## config.mk

```make
export PLATFORM = sky130hd
export DESIGN_NAME = redriver_power_ctrl
export DESIGN_NICKNAME = d
export VERILOG_FILES = /design/src/rtl/redriver_pkg.sv /design/src/rtl/term_poll_if.sv /design/src/rtl/term_poller.sv /design/src/rtl/redriver_power_ctrl.sv
export SDC_FILE = /design/constraint.sdc
export NUM_CORES = 1
export LEC_CHECK = 0
export ABC_AREA = 0
export BUFFER_PORTS_ARGS = -buffer_cell sky130_fd_sc_hd__buf_2
export CAP_MARGIN = 15
export CORE_AREA = 2 2 147 149
export DETAILED_ROUTE_END_ITERATION = 8
export DIE_AREA = 0 0 149 151
export PLACE_DENSITY_LB_ADDON = 0.05
export SLEW_MARGIN = 20
export SYNTH_ARGS = -nofsm -noshare
export SYNTH_HDL_FRONTEND = slang
export SYNTH_SLANG_ARGS = --single-unit
```

## constraint.sdc

```tcl
create_clock -name core_clk -period 7.8 [get_ports core_clk]
set_input_delay 1.56 -clock core_clk [delete_from_list [all_inputs] [get_ports core_clk]]
set_output_delay 1.56 -clock core_clk [all_outputs]
set_load 0.03 [all_outputs]
```

## src/rtl/redriver_pkg.sv

```systemverilog
// Constants, field layouts and state encoding of the redriver power control
package redriver_pkg;

   // ----------------------------------------------------------------
   // Timing
   // ----------------------------------------------------------------
   localparam int unsigned CLK_FREQ_MHZ = 200;
   localparam int unsigned IDLE_TIME_MS = 300;
   localparam int unsigned IDLE_CYCLES = IDLE_TIME_MS * CLK_FREQ_MHZ * 1000;
   localparam int unsigned WAKE_TIME_US = 40;
   localparam int unsigned WAKE_CYCLES = WAKE_TIME_US * CLK_FREQ_MHZ;
   localparam int unsigned RESUME_TIME_US = 10;
   localparam int unsigned RESUME_CYCLES = RESUME_TIME_US * CLK_FREQ_MHZ;
   localparam int unsigned POLL_TIME_US = 100;
   localparam int unsigned POLL_CYCLES = POLL_TIME_US * CLK_FREQ_MHZ;

   // ----------------------------------------------------------------
   // Channels and configuration levels
   // ----------------------------------------------------------------
   localparam int NUM_CH = 2;
   localparam int LEVEL_W = 3;
   localparam int NUM_CFG = 7;
   localparam int CFG_W = LEVEL_W * NUM_CFG;
   localparam logic [LEVEL_W-1:0] LEVEL_MAX = 3'h4;
   localparam logic [LEVEL_W-1:0] LEVEL_OPEN = 3'h2;

   // ----------------------------------------------------------------
   // Register map
   // ----------------------------------------------------------------
   localparam int ADDR_W = 8;
   localparam logic [ADDR_W-1:0] CTRL_OFS = 8'h00;
   localparam logic [ADDR_W-1:0] STATUS_OFS = 8'h04;
   localparam logic [ADDR_W-1:0] CONFIG_OFS = 8'h08;
   localparam int CTRL_W = 2;
   localparam int CTRL_SAVE_EN_BIT = 0;
   localparam int CTRL_POLL_EN_BIT = 1;
   localparam logic [CTRL_W-1:0] CTRL_RST = 2'h3;
   localparam int STAT_STATE_LSB = 0;
   localparam int STAT_TERM_IND_BIT = 3;
   localparam int STAT_PRESENT_LSB = 4;
   localparam int STAT_ENABLE_BIT = 6;

   typedef enum logic [2:0] {
      ST_DEEP = 3'h0,
      ST_WAKE = 3'h1,
      ST_ACTIVE = 3'h3,
      ST_SAVE = 3'h2,
      ST_RESUME = 3'h6
   } pwr_state_type;

endpackage : redriver_pkg

```

## src/rtl/term_poll_if.sv

```systemverilog
// Control link between the power sequencer and one termination poller
`timescale 1ns/10ps
`default_nettype none
interface term_poll_if;
   logic clear;
   logic run;
   logic assume_present;
   logic present;
   modport poller(input clear, input run, input assume_present, output present);
   modport ctrl(output clear, output run, output assume_present, input present);
endinterface : term_poll_if
`default_nettype wire

```

## src/rtl/term_poller.sv

```systemverilog
// Periodic far-end receiver termination detection for one transmitter
`timescale 1ns/10ps
`default_nettype none
module term_poller
   import redriver_pkg::*;
#(
   parameter int unsigned POLL_CYC = POLL_CYCLES
) (
   input wire logic core_clk,
   input wire logic rst,
   term_poll_if.poller tp,
   output logic detect_req,
   input wire logic detect_done,
   input wire logic detect_found
);

   logic [31:0] cnt_q, cnt_d;
   logic req_q, req_d;
   logic busy_q, busy_d;
   logic present_q, present_d;

   // ----------------------------------------------------------------
   // Poll sequencing
   // ----------------------------------------------------------------
   always_comb begin
      cnt_d = cnt_q;
      req_d = 1'b0;
      busy_d = busy_q;
      present_d = present_q;
      if (tp.clear) begin
         cnt_d = '0;
         busy_d = 1'b0;
         present_d = 1'b0;
      end else if (tp.assume_present) begin
         cnt_d = '0;
         busy_d = 1'b0;
         present_d = 1'b1;
      end else if (tp.run) begin
         if (busy_q) begin
            if (detect_done) begin
               present_d = detect_found;
               busy_d = 1'b0;
            end
         end else if (cnt_q == 32'(POLL_CYC - 1)) begin
            cnt_d = '0;
            req_d = 1'b1;
            busy_d = 1'b1;
         end else begin
            cnt_d = cnt_q + 32'h1;
         end
      end else begin
         cnt_d = '0;
         busy_d = 1'b0;
      end
   end

   always_ff @(posedge core_clk or posedge rst) begin
      if (rst) begin
         cnt_q <= '0;
         req_q <= 1'b0;
         busy_q <= 1'b0;
         present_q <= 1'b0;
      end else begin
         cnt_q <= cnt_d;
         req_q <= req_d;
         busy_q <= busy_d;
         present_q <= present_d;
      end
   end

   assign detect_req = req_q;
   assign tp.present = present_q;
endmodule : term_poller
`default_nettype wire

```

## src/rtl/redriver_power_ctrl.sv

```systemverilog
// Power-on initialization, enable handling and power states of a two-channel redriver
//
// Overview of operation
// - Power-on reset initializes all state machines and loads register defaults.
// - The enable pin may change at any time, unrelated to the clock.
// - Enable high means Active state; enable low means Deep power-saving.
// - Configuration pins are sampled at power-on and on every enable change.
// - A rising enable edge repeats the full power-on initialization.
// - Power state follows bus electrical conditions, pins and registers only.
// - Active: both channels pass data, termination indicated, detection idle.
// - Power-saving: channels on, squelch, LFPS and termination detection active.
// - Power-saving without connection: poll termination, indication deasserted.
// - Power-saving with connection in U2/U3: poll termination, indication asserted.
// - Deep power-saving: terminations high impedance, common mode not held.
// - Deep to Active waits several tens of microseconds before being active.
// - Each transmitter detects a far-end termination load.
// - Electrical idle must last about 300 ms before Power-saving is entered.
// - Power-saving returns to Active in typically 10 microseconds.
// - New configuration settings apply within 100 microseconds.
//
// The register addresses and the APB slave port are this design's own decisions.
`timescale 1ns/10ps
`default_nettype none
module redriver_power_ctrl
   import redriver_pkg::*;
#(
   parameter int unsigned IDLE_CYC = IDLE_CYCLES,
   parameter int unsigned WAKE_CYC = WAKE_CYCLES,
   parameter int unsigned POLL_CYC = POLL_CYCLES
) (
   input wire logic core_clk,
   input wire logic rst,
   input wire logic psel,
   input wire logic penable,
   input wire logic pwrite,
   input wire logic [ADDR_W-1:0] paddr,
   input wire logic [31:0] pwdata,
   output logic [31:0] prdata,
   output logic pready,
   output logic pslverr,
   input wire logic chip_enable_pin,
   input wire logic [LEVEL_W-1:0] port_a_equalization_pin,
   input wire logic [LEVEL_W-1:0] port_b_equalization_pin,
   input wire logic [LEVEL_W-1:0] port_a_deemphasis_pin,
   input wire logic [LEVEL_W-1:0] port_b_deemphasis_pin,
   input wire logic [LEVEL_W-1:0] port_a_output_swing_pin,
   input wire logic [LEVEL_W-1:0] port_b_output_swing_pin,
   input wire logic [LEVEL_W-1:0] squelch_threshold_pin,
   input wire logic elec_idle,
   input wire logic lfps_detect,
   input wire logic [NUM_CH-1:0] term_detect_done,
   input wire logic [NUM_CH-1:0] term_detect_found,
   output logic [NUM_CH-1:0] term_detect_req,
   output logic [CFG_W-1:0] config_setting,
   output logic [NUM_CH-1:0] chan_enable,
   output logic squelch_lfps_enable,
   output logic term_indication,
   output logic term_hiz,
   output logic cm_hold,
   output logic device_active
);

   localparam logic [31:0] RESUME_LAST = 32'(RESUME_CYCLES - 1);

   function automatic logic [LEVEL_W-1:0] level_clamp(input logic [LEVEL_W-1:0] lvl);
      level_clamp = (lvl > LEVEL_MAX) ? LEVEL_OPEN : lvl;
   endfunction : level_clamp

   // ----------------------------------------------------------------
   // Enable synchronizer and edge detection
   // ----------------------------------------------------------------
   logic en_meta_q, en_sync_q, en_prev_q;
   logic en_rise, en_edge;

   always_ff @(posedge core_clk or posedge rst) begin
      if (rst) begin
         en_meta_q <= 1'b0;
         en_sync_q <= 1'b0;
         en_prev_q <= 1'b0;
      end else begin
         en_meta_q <= chip_enable_pin;
         en_sync_q <= en_meta_q;
         en_prev_q <= en_sync_q;
      end
   end

   assign en_rise = en_sync_q & ~en_prev_q;
   assign en_edge = en_sync_q ^ en_prev_q;

   // ----------------------------------------------------------------
   // Configuration sampling
   // ----------------------------------------------------------------
   logic [CFG_W-1:0] cfg_q, cfg_d, cfg_pins;
   logic loaded_q, loaded_d;

   assign cfg_pins = {level_clamp(squelch_threshold_pin),
                      level_clamp(port_b_output_swing_pin),
                      level_clamp(port_a_output_swing_pin),
                      level_clamp(port_b_deemphasis_pin),
                      level_clamp(port_a_deemphasis_pin),
                      level_clamp(port_b_equalization_pin),
                      level_clamp(port_a_equalization_pin)};

   always_comb begin
      cfg_d = cfg_q;
      loaded_d = 1'b1;
      if (!loaded_q || en_edge) begin
         cfg_d = cfg_pins;
      end
   end

   always_ff @(posedge core_clk or posedge rst) begin
      if (rst) begin
         cfg_q <= '0;
         loaded_q <= 1'b0;
      end else begin
         cfg_q <= cfg_d;
         loaded_q <= loaded_d;
      end
   end

   assign config_setting = cfg_q;

   // ----------------------------------------------------------------
   // Termination pollers
   // ----------------------------------------------------------------
   pwr_state_type state_q, state_d;
   logic [CTRL_W-1:0] ctrl_q, ctrl_d;
   logic [NUM_CH-1:0] present;
   logic any_present;

   for (genvar ch = 0; ch < NUM_CH; ch++) begin : gen_ch
      term_poll_if tp ();
      assign tp.clear = en_rise | ~en_sync_q;
      assign tp.run = (state_q == ST_SAVE) & ctrl_q[CTRL_POLL_EN_BIT];
      assign tp.assume_present = (state_q == ST_ACTIVE);
      assign present[ch] = tp.present;
      term_poller #(
         .POLL_CYC(POLL_CYC)
      ) u_poller (
         .core_clk(core_clk),
         .rst(rst),
         .tp(tp.poller),
         .detect_req(term_detect_req[ch]),
         .detect_done(term_detect_done[ch]),
         .detect_found(term_detect_found[ch])
      );
   end

   assign any_present = |present;

   // ----------------------------------------------------------------
   // Power state machine
   // ----------------------------------------------------------------
   logic [31:0] timer_q, timer_d;

   always_comb begin
      state_d = state_q;
      case (state_q)
         ST_DEEP: begin
            state_d = ST_WAKE;
         end
         ST_WAKE: begin
            if (timer_q == 32'(WAKE_CYC - 1)) begin
               state_d = ST_ACTIVE;
            end
         end
         ST_ACTIVE: begin
            if (ctrl_q[CTRL_SAVE_EN_BIT] && elec_idle && timer_q == 32'(IDLE_CYC - 1)) begin
               state_d = ST_SAVE;
            end
         end
         ST_SAVE: begin
            if (lfps_detect || !elec_idle) begin
               state_d = ST_RESUME;
            end
         end
         ST_RESUME: begin
            if (timer_q == RESUME_LAST) begin
               state_d = ST_ACTIVE;
            end
         end
         default: begin
            state_d = ST_DEEP;
         end
      endcase
      if (!en_sync_q || en_rise) begin
         state_d = ST_DEEP;
      end
      timer_d = timer_q + 32'h1;
      if (state_d != state_q) begin
         timer_d = '0;
      end else if (state_q == ST_ACTIVE) begin
         if (!elec_idle) begin
            timer_d = '0;
         end else if (timer_q == 32'(IDLE_CYC - 1)) begin
            timer_d = timer_q;
         end
      end else if (state_q == ST_SAVE || state_q == ST_DEEP) begin
         timer_d = '0;
      end
   end

   always_ff @(posedge core_clk or posedge rst) begin
      if (rst) begin
         state_q <= ST_DEEP;
         timer_q <= '0;
      end else begin
         state_q <= state_d;
         timer_q <= timer_d;
      end
   end

   // ----------------------------------------------------------------
   // Analog controls
   // ----------------------------------------------------------------
   logic [NUM_CH-1:0] chan_q, chan_d;
   logic sq_q, sq_d, ind_q, ind_d, hiz_q, hiz_d, cm_q, cm_d, act_q, act_d;

   always_comb begin
      act_d = (state_d == ST_ACTIVE);
      chan_d = (state_d == ST_DEEP || state_d == ST_WAKE) ? '0 : '1;
      sq_d = (state_d == ST_SAVE);
      hiz_d = (state_d == ST_DEEP);
      cm_d = (state_d != ST_DEEP);
      case (state_d)
         ST_ACTIVE, ST_RESUME: ind_d = 1'b1;
         ST_SAVE: ind_d = any_present;
         default: ind_d = 1'b0;
      endcase
   end

   always_ff @(posedge core_clk or posedge rst) begin
      if (rst) begin
         chan_q <= '0;
         sq_q <= 1'b0;
         ind_q <= 1'b0;
         hiz_q <= 1'b1;
         cm_q <= 1'b0;
         act_q <= 1'b0;
      end else begin
         chan_q <= chan_d;
         sq_q <= sq_d;
         ind_q <= ind_d;
         hiz_q <= hiz_d;
         cm_q <= cm_d;
         act_q <= act_d;
      end
   end

   assign chan_enable = chan_q;
   assign squelch_lfps_enable = sq_q;
   assign term_indication = ind_q;
   assign term_hiz = hiz_q;
   assign cm_hold = cm_q;
   assign device_active = act_q;

   // ----------------------------------------------------------------
   // APB register slave
   // ----------------------------------------------------------------
   logic [31:0] rdata_q, rdata_d;
   logic err_q, err_d;
   logic setup, wr_access;

   assign setup = psel & ~penable;
   assign wr_access = psel & penable & pwrite;

   always_comb begin
      ctrl_d = ctrl_q;
      rdata_d = rdata_q;
      err_d = 1'b0;
      if (wr_access && paddr == CTRL_OFS) begin
         ctrl_d = pwdata[CTRL_W-1:0];
      end
      if (setup) begin
         rdata_d = '0;
         case (paddr)
            CTRL_OFS: rdata_d[CTRL_W-1:0] = ctrl_q;
            STATUS_OFS: begin
               rdata_d[STAT_STATE_LSB +: 3] = state_q;
               rdata_d[STAT_TERM_IND_BIT] = ind_q;
               rdata_d[STAT_PRESENT_LSB +: NUM_CH] = present;
               rdata_d[STAT_ENABLE_BIT] = en_sync_q;
            end
            CONFIG_OFS: rdata_d[CFG_W-1:0] = cfg_q;
            default: err_d = 1'b1;
         endcase
      end else if (penable) begin
         err_d = err_q;
      end
      if (en_rise) begin
         ctrl_d = CTRL_RST;
      end
   end

   always_ff @(posedge core_clk or posedge rst) begin
      if (rst) begin
         ctrl_q <= CTRL_RST;
         rdata_q <= '0;
         err_q <= 1'b0;
      end else begin
         ctrl_q <= ctrl_d;
         rdata_q <= rdata_d;
         err_q <= err_d;
      end
   end

   assign prdata = rdata_q;
   assign pready = psel & penable;
   assign pslverr = err_q;
endmodule : redriver_power_ctrl
`default_nettype wire

```

==> flow_metrics.env, run 1 <==
export IMPL_grt_max_degree=84
export IMPL_routed_wl_met2_um=9314
export IMPL_rsz0062_at_grt="no"
export IMPL_first_global_vias=6346
export IMPL_fin_tns_setup_ns=0
export IMPL_ys_async_sr_fraction_pct=100.0
export IMPL_drc_errors=0
export IMPL_dpl_hpwl_um=13500
export IMPL_die_x_um=149
export IMPL_place_port_buffers=95
export IMPL_wl_met3_um=758
export IMPL_cts_tree="built"
export IMPL_required_ns=6.24
export IMPL_cts_buffers=17
export IMPL_nNetsFinal=1049
export IMPL_die_height_um=151
export IMPL_hold_viol=0
export IMPL_rows=53
export IMPL_vdd_ir_drop_max_mv=0.1224
export IMPL_min_path_type="flop to flop"
export IMPL_power_mw=1.770
export IMPL_synth_area_per_cell_um2=9.176
export IMPL_root_buffer="clkbuf_16"
export IMPL_clk_latency_ns=0.43
export IMPL_cts_max_level=4
export IMPL_drv_cap=0
export IMPL_post_synth_main_area_contributors="dfrtp_1, xnor2_1, nand2_1"
export IMPL_timing_fmax_mhz=275.3
export IMPL_grt_usage_pct=18.71
export IMPL_post_cts_buffers=0
export IMPL_wl_met1_um=9729
export IMPL_slew_headroom_pct=33.76
export IMPL_fin_skew_ns=0.01157
export IMPL_pin_count=137
export IMPL_antenna_found_initial=4
export IMPL_tightestPinTransition_ns=0.9845
export IMPL_p_leak_nw=3.859
export IMPL_clkTransAtPathRegs_ns=0.06
export IMPL_initial_core_util_pct=39.48
export IMPL_cp_end_kind="primary output"
export IMPL_synthCells=896
export IMPL_grt_pass1_wl_um=33670
export IMPL_arrival_ns=2.07
export IMPL_final_setup_viol_count=0
export IMPL_synth_edff_count=0
export IMPL_ant_nets=0
export IMPL_postLayoutCoreUtil_pct=45.37
export IMPL_wl_per_cell_um=15.83
export IMPL_synth_top_cell_area_share_pct=47.79
export IMPL_period_minus_slack_ns=3.632
export IMPL_yosys_warnings=0
export IMPL_vias=6526
export IMPL_multiInputGateArea_um2=3914
export IMPL_drt_total_wl_um=19970
export IMPL_core_area_um2=20820
export IMPL_synth_top_cell_by_area="dfrtp_1"
export IMPL_top_layer="met5"
export IMPL_regArea_um2=4008
export IMPL_path_max_fanout=3
export IMPL_synth_ff_type="dfrtp_1"
export IMPL_power_density_nw_per_um2=187.4
export IMPL_dp_cells=1227
export IMPL_synth_seq_cells=160
export IMPL_drtIter0Drc=317
export IMPL_rr_worst_depth=6
export IMPL_cts_sinks=160
export IMPL_cts_buffer_depth=2
export IMPL_final_max_slew_violation_count=0
export IMPL_area_growth_syn_to_layout_pct=14.90
export IMPL_instances_no_fill=1262
export IMPL_overflow=0
export IMPL_synth_area_um2=8222
export IMPL_hold_buffers=0
export IMPL_cts_resized=0
export IMPL_fillers=2050
export IMPL_seq_area_frac_synth_pct=48.74
export IMPL_avgViaCountPerCell=5.171
export IMPL_yosysUniqueCellTypes=53
export IMPL_path_class="input port to primary output"
export IMPL_hold_depth=0
export IMPL_finalCritPeriodShare_pct=46.57
export IMPL_reg2reg_slack_ns=5.23
export IMPL_die_area_um2=22500
export IMPL_outcome="completed"
export IMPL_gp_congestion=0.8082
export IMPL_first_pass_iters=4
export IMPL_post_route_cells_drive_above_1_share_pct=15.45
export IMPL_start_kind="input port"
registers in the layout, summed over array words and instances (netlist names), 2 cells and up:
name                        cells
ctrl_q                          2
gen_ch.u_poller.tp.present      2
timer_q                        32
gen_ch.u_poller.busy_q          2
prdata                         21
gen_ch.u_poller.detect_req      2
config_setting                 21
gen_ch.u_poller.cnt_q          64
state_q                         3
area by class of cell:
cell class | count | area share (%)
Sequential cell | 160 | 42.42
Multi-Input combinational cell | 670 | 41.43
Timing Repair Buffer | 103 | 5.709
Clock buffer | 17 | 4.503
Tap cell | 275 | 3.642
Clock inverter | 15 | 1.404
Inverter | 19 | 0.8079
Antenna cell | 3 | 0.07947
synth_stat cells (9+ instances only):
master      n
and4_1      9
nor3_1     62
nor4_1     33
nand2b_1   13
xor2_1     32
a21oi_1    28
buf_4      14
dfrtp_1   157
nand2_1   102
and3_1     18
xnor2_1    45
o21ai_0    48
nand4_1    37
clkbuf_1   37
nor2_1     85
or3_1      16
nand3_1    37
inv_1      19
stage by stage:
step | hold WS, ns | setup WS [ns] | area (um2)
after floorplan | 0.3312 | 1.925 | 8259
after CTS | 0.3502 | 4.162 | 9435
after detailed placement | 0.3355 | 4.166 | 8877
after global routing | 0.3618 | 4.158 | 9442
final | 0.3485 | 4.168 | 9447
after global placement | 0.3334 | 4.159 | 8877
path summary, 6_finish.rpt:
path,startpoint,endpoint
setup reg to reg,en_sync_q$_DFF_PP0_,gen_ch[0].u_poller.cnt_q[28]$_DFFE_PP0P_
min in group asynchronous,rst,gen_ch[0].u_poller.cnt_q[9]$_DFFE_PP0P_
max in group asynchronous,rst,timer_q[10]$_DFFE_PP0P_
setup / recovery,penable,pready
hold reg to reg,en_meta_q$_DFF_PP0_,en_sync_q$_DFF_PP0_
hold / removal,en_meta_q$_DFF_PP0_,en_sync_q$_DFF_PP0_
cell usage in the layout, fill, tap and decap left out, types with 5 or more instances in the layout:
cell       instances
nor4b_1            5
nor2_1            85
or3_1             16
dfrtp_1          157
o21ai_0           46
nand2_1          102
buf_2             95
and4_1             9
nand4_1           37
xnor2_1           45
and3_1            18
buf_4              7
a22oi_1            6
and2_1             6
nand3_1           37
conb_1            12
a21oi_1           28
nor3_1            62
nor4_1            33
mux2i_1            7
nand3b_1           5
clkinv_2           5
inv_1             18
inv_6              6
nand2b_1          13
nor2b_1            7
ha_1               5
clkbuf_16         17
a22o_1             7
xor2_1            32
cells by family (layout without fill, tap and decap cells):
kind of cell | count (synthesis) | in the layout | share of synthesized area [%]
flip-flops | 160 | 160 | 48.74
AND/OR/NAND/NOR | 457 | 457 | 28.87
XOR/XNOR | 77 | 77 | 8.203
buffers and inverters | 76 | 154 | 4.200
adder cells (fa/ha/maj) | 5 | 5 | 0.7609
AO/OA/AOI/OAI | 110 | 110 | 8.005
multiplexers | 9 | 9 | 1.126
other | 2 | 15 | 0.09134
layer usage:
layer  track usage, %  vias up
li1                 -     3305
met1            26.09     3114
met2            29.31       90
met3            4.970       15
met4            4.190        2
met5                0        -
report_power, final:
group / total [mW] / switching, mW / internal (mW)
registers: 0.852 / 0.0100 / 0.842
logic: 0.112 / 0.0824 / 0.0294
clock network: 0.806 / 0.363 / 0.443
total: 1.77 / 0.456 / 1.31
critical path, stage by stage:
cell,delay [ns]
buf_2,0.09
and2_1,0.19
buf_2,0.22
(Power assumes the default switching activity.)
==> inputs of run 2 (changes only) <==
Clock period 7.8 ns to 3.4 ns, I/O delays scaled along.
==> run 2 against run 1 <==
Effect of this change: critical path depth rose by 3; critical path type is now flop to flop; hold slack better by 0.0041 ns; final cell count increased by 0.32%; sequential cell count stayed put; final area increased by 1.1%; via count rose by 1.9%; critical endpoint is now gen_ch[0].u_poller.cnt_q[28]$_DFFE_PP0P_.
==> flow_metrics.env, run 2 (synthesis gave the netlist of run 1 again) <==
export IMPL_antenna_found_initial=2
export IMPL_grt_pass1_wl_um=33270
export IMPL_fin_skew_ns=0.01231
export IMPL_clk_latency_ns=0.43
export IMPL_cp_slowest_cell="or4_4"
export IMPL_grt_max_degree=48
export IMPL_dp_cells=1233
export IMPL_die_x_um=149
export IMPL_wl_per_cell_um=15.85
export IMPL_grt_usage_pct=18.60
export IMPL_path_class="flop to flop"
export IMPL_cts_sinks=160
export IMPL_final_setup_viol_count=0
export IMPL_power_frac_comb_pct=6.3
export IMPL_final_max_slew_violation_count=0
export IMPL_drt_total_wl_um=20070
export IMPL_initial_core_util_pct=39.48
export IMPL_cts_tree="built"
export IMPL_cts_buffer_depth=2
export IMPL_path_max_fanout=10
export IMPL_power_density_nw_per_um2=434.9
export IMPL_tightestPinTransition_ns=1.002
export IMPL_first_global_vias=6365
export IMPL_ant_nets=0
export IMPL_mostFrequentLayoutCells="dfrtp_1, nand2_1, buf_2, nor2_1, nor3_1"
export IMPL_area_growth_syn_to_layout_pct=16.12
export IMPL_p_leak_nw=3.900
export IMPL_timing_fmax_mhz=387.9
export IMPL_nNetsFinal=1055
export IMPL_place_area_um2=8959
export IMPL_die_height_um=151
export IMPL_avgViaCountPerCell=5.253
export IMPL_post_route_cells_drive_above_1_share_pct=15.96
export IMPL_post_cts_buffers=0
export IMPL_power_switching_mw=1.092
export IMPL_power_frac_clock_pct=46.6
export IMPL_first_pass_iters=4
export IMPL_crit_chain="ha_1 -> inv_1 -> or4_4 -> or3b_1 -> or3_1 -> a21oi_1"
export IMPL_critPathMaxStageDelay_ns=0.55
export IMPL_hold_buffers=0
export IMPL_drv_cap=0
export IMPL_pin_count=137
export IMPL_die_area_um2=22500
export IMPL_cts_buffers=17
export IMPL_power_mw=4.152
export IMPL_overflow=0
export IMPL_required_ns=3.75
export IMPL_fin_tns_setup_ns=0
export IMPL_largestRegisters="gen_ch.u_poller.cnt_q: 64 flops, timer_q: 32 flops"
export IMPL_intPower_mw=3.060
export IMPL_cts_max_level=4
export IMPL_dpl_hpwl_um=13740
export IMPL_vdd_ir_drop_max_mv=0.2844
export IMPL_path_buf_inv=1
export IMPL_clkTransAtPathRegs_ns=0.07
export IMPL_vias=6650
export IMPL_core_area_um2=20820
export IMPL_rsz0062_at_grt="no"
export IMPL_final_cell_area_um2=9547
export IMPL_finalCritPeriodShare_pct=75.83
export IMPL_start_kind="flop"
export IMPL_outcome="completed"
export IMPL_pwr_share_seq_pct=47.1
export IMPL_min_path_type="flop to flop"
export IMPL_cp_end_kind="flop"
export IMPL_arrival_ns=2.93
export IMPL_slew_headroom_pct=32.65
export IMPL_final_common_cell="dfrtp_1"
export IMPL_place_port_buffers=95
export IMPL_cts_resized=0
export IMPL_drc_errors=0
export IMPL_largest_register="gen_ch.u_poller.cnt_q"
export IMPL_path_delay_family="simple AND/OR/NAND/NOR gates"
export IMPL_drtIter0Drc=484
export IMPL_swShare_pct=26.30
export IMPL_largest_reg_flops=64
export IMPL_period_minus_slack_ns=2.578
export IMPL_rows=53
export IMPL_instances_no_fill=1266
export IMPL_gp_congestion=0.7605
export IMPL_hold_viol=0
export IMPL_root_buffer="clkbuf_16"
export IMPL_postLayoutCoreUtil_pct=45.85
## run 2: final timing paths
check | startpoint | to | slack (ns) | cells after the start
hold / removal | en_meta_q$_DFF_PP0_ | en_sync_q$_DFF_PP0_ | 0.35 | 0
max in group asynchronous | rst | ctrl_q[1]$_DFFE_PP1P_ | 2.34 | 3
hold reg to reg | en_meta_q$_DFF_PP0_ | en_sync_q$_DFF_PP0_ | 0.35 | 0
min in group asynchronous | rst | gen_ch[1].u_poller.cnt_q[3]$_DFFE_PP0P_ | 0.36 | 2
setup reg to reg | gen_ch[0].u_poller.cnt_q[0]$_DFFE_PP0P_ | gen_ch[0].u_poller.cnt_q[28]$_DFFE_PP0P_ | 0.82 | 6
setup / recovery | gen_ch[0].u_poller.cnt_q[0]$_DFFE_PP0P_ | gen_ch[0].u_poller.cnt_q[28]$_DFFE_PP0P_ | 0.82 | 6
## run 2: power groups by stage
| stage | clock network [mW] | logic [mW] | registers, mW |
|---|---|---|---|
| after CTS | 1.98 | 0.270 | 1.96 |
| after global routing | 2.05 | 0.293 | 1.96 |
| after global placement | 0 | 0.269 | 1.99 |
| final | 1.93 | 0.262 | 1.96 |
| after floorplan | 0 | 0.128 | 2.04 |
| after detailed placement | 0 | 0.269 | 1.99 |
## run 2: through the flow
step                hold slack, ns  worst slack [ns]
finish                      0.3526            0.8218
global route                0.3425            0.7115
CTS                         0.3428            0.8257
detailed placement          0.3386            0.8377
global placement            0.3367            0.8967
floorplan                   0.3312            0.6936
## run 2: cell type report
class | instances | area [um2]
fill | 2061 | 11280
sequential | 160 | 4008
multi-input combinational | 670 | 3914
timing repair buffer | 109 | 618.1
clock buffer | 18 | 439.2
tap | 275 | 344.1
clock inverter | 14 | 146.4
inverter | 19 | 75.07
antenna | 1 | 2.502
## run 2: metal layers
metal	global-route usage, %	vias to the layer above	part of all wire, %
li1	-	3310	-
met1	25.71	3187	47
met2	29.12	139	47
met3	5.151	14	5.4
met4	4.476	0	0.64
met5	0	-	0
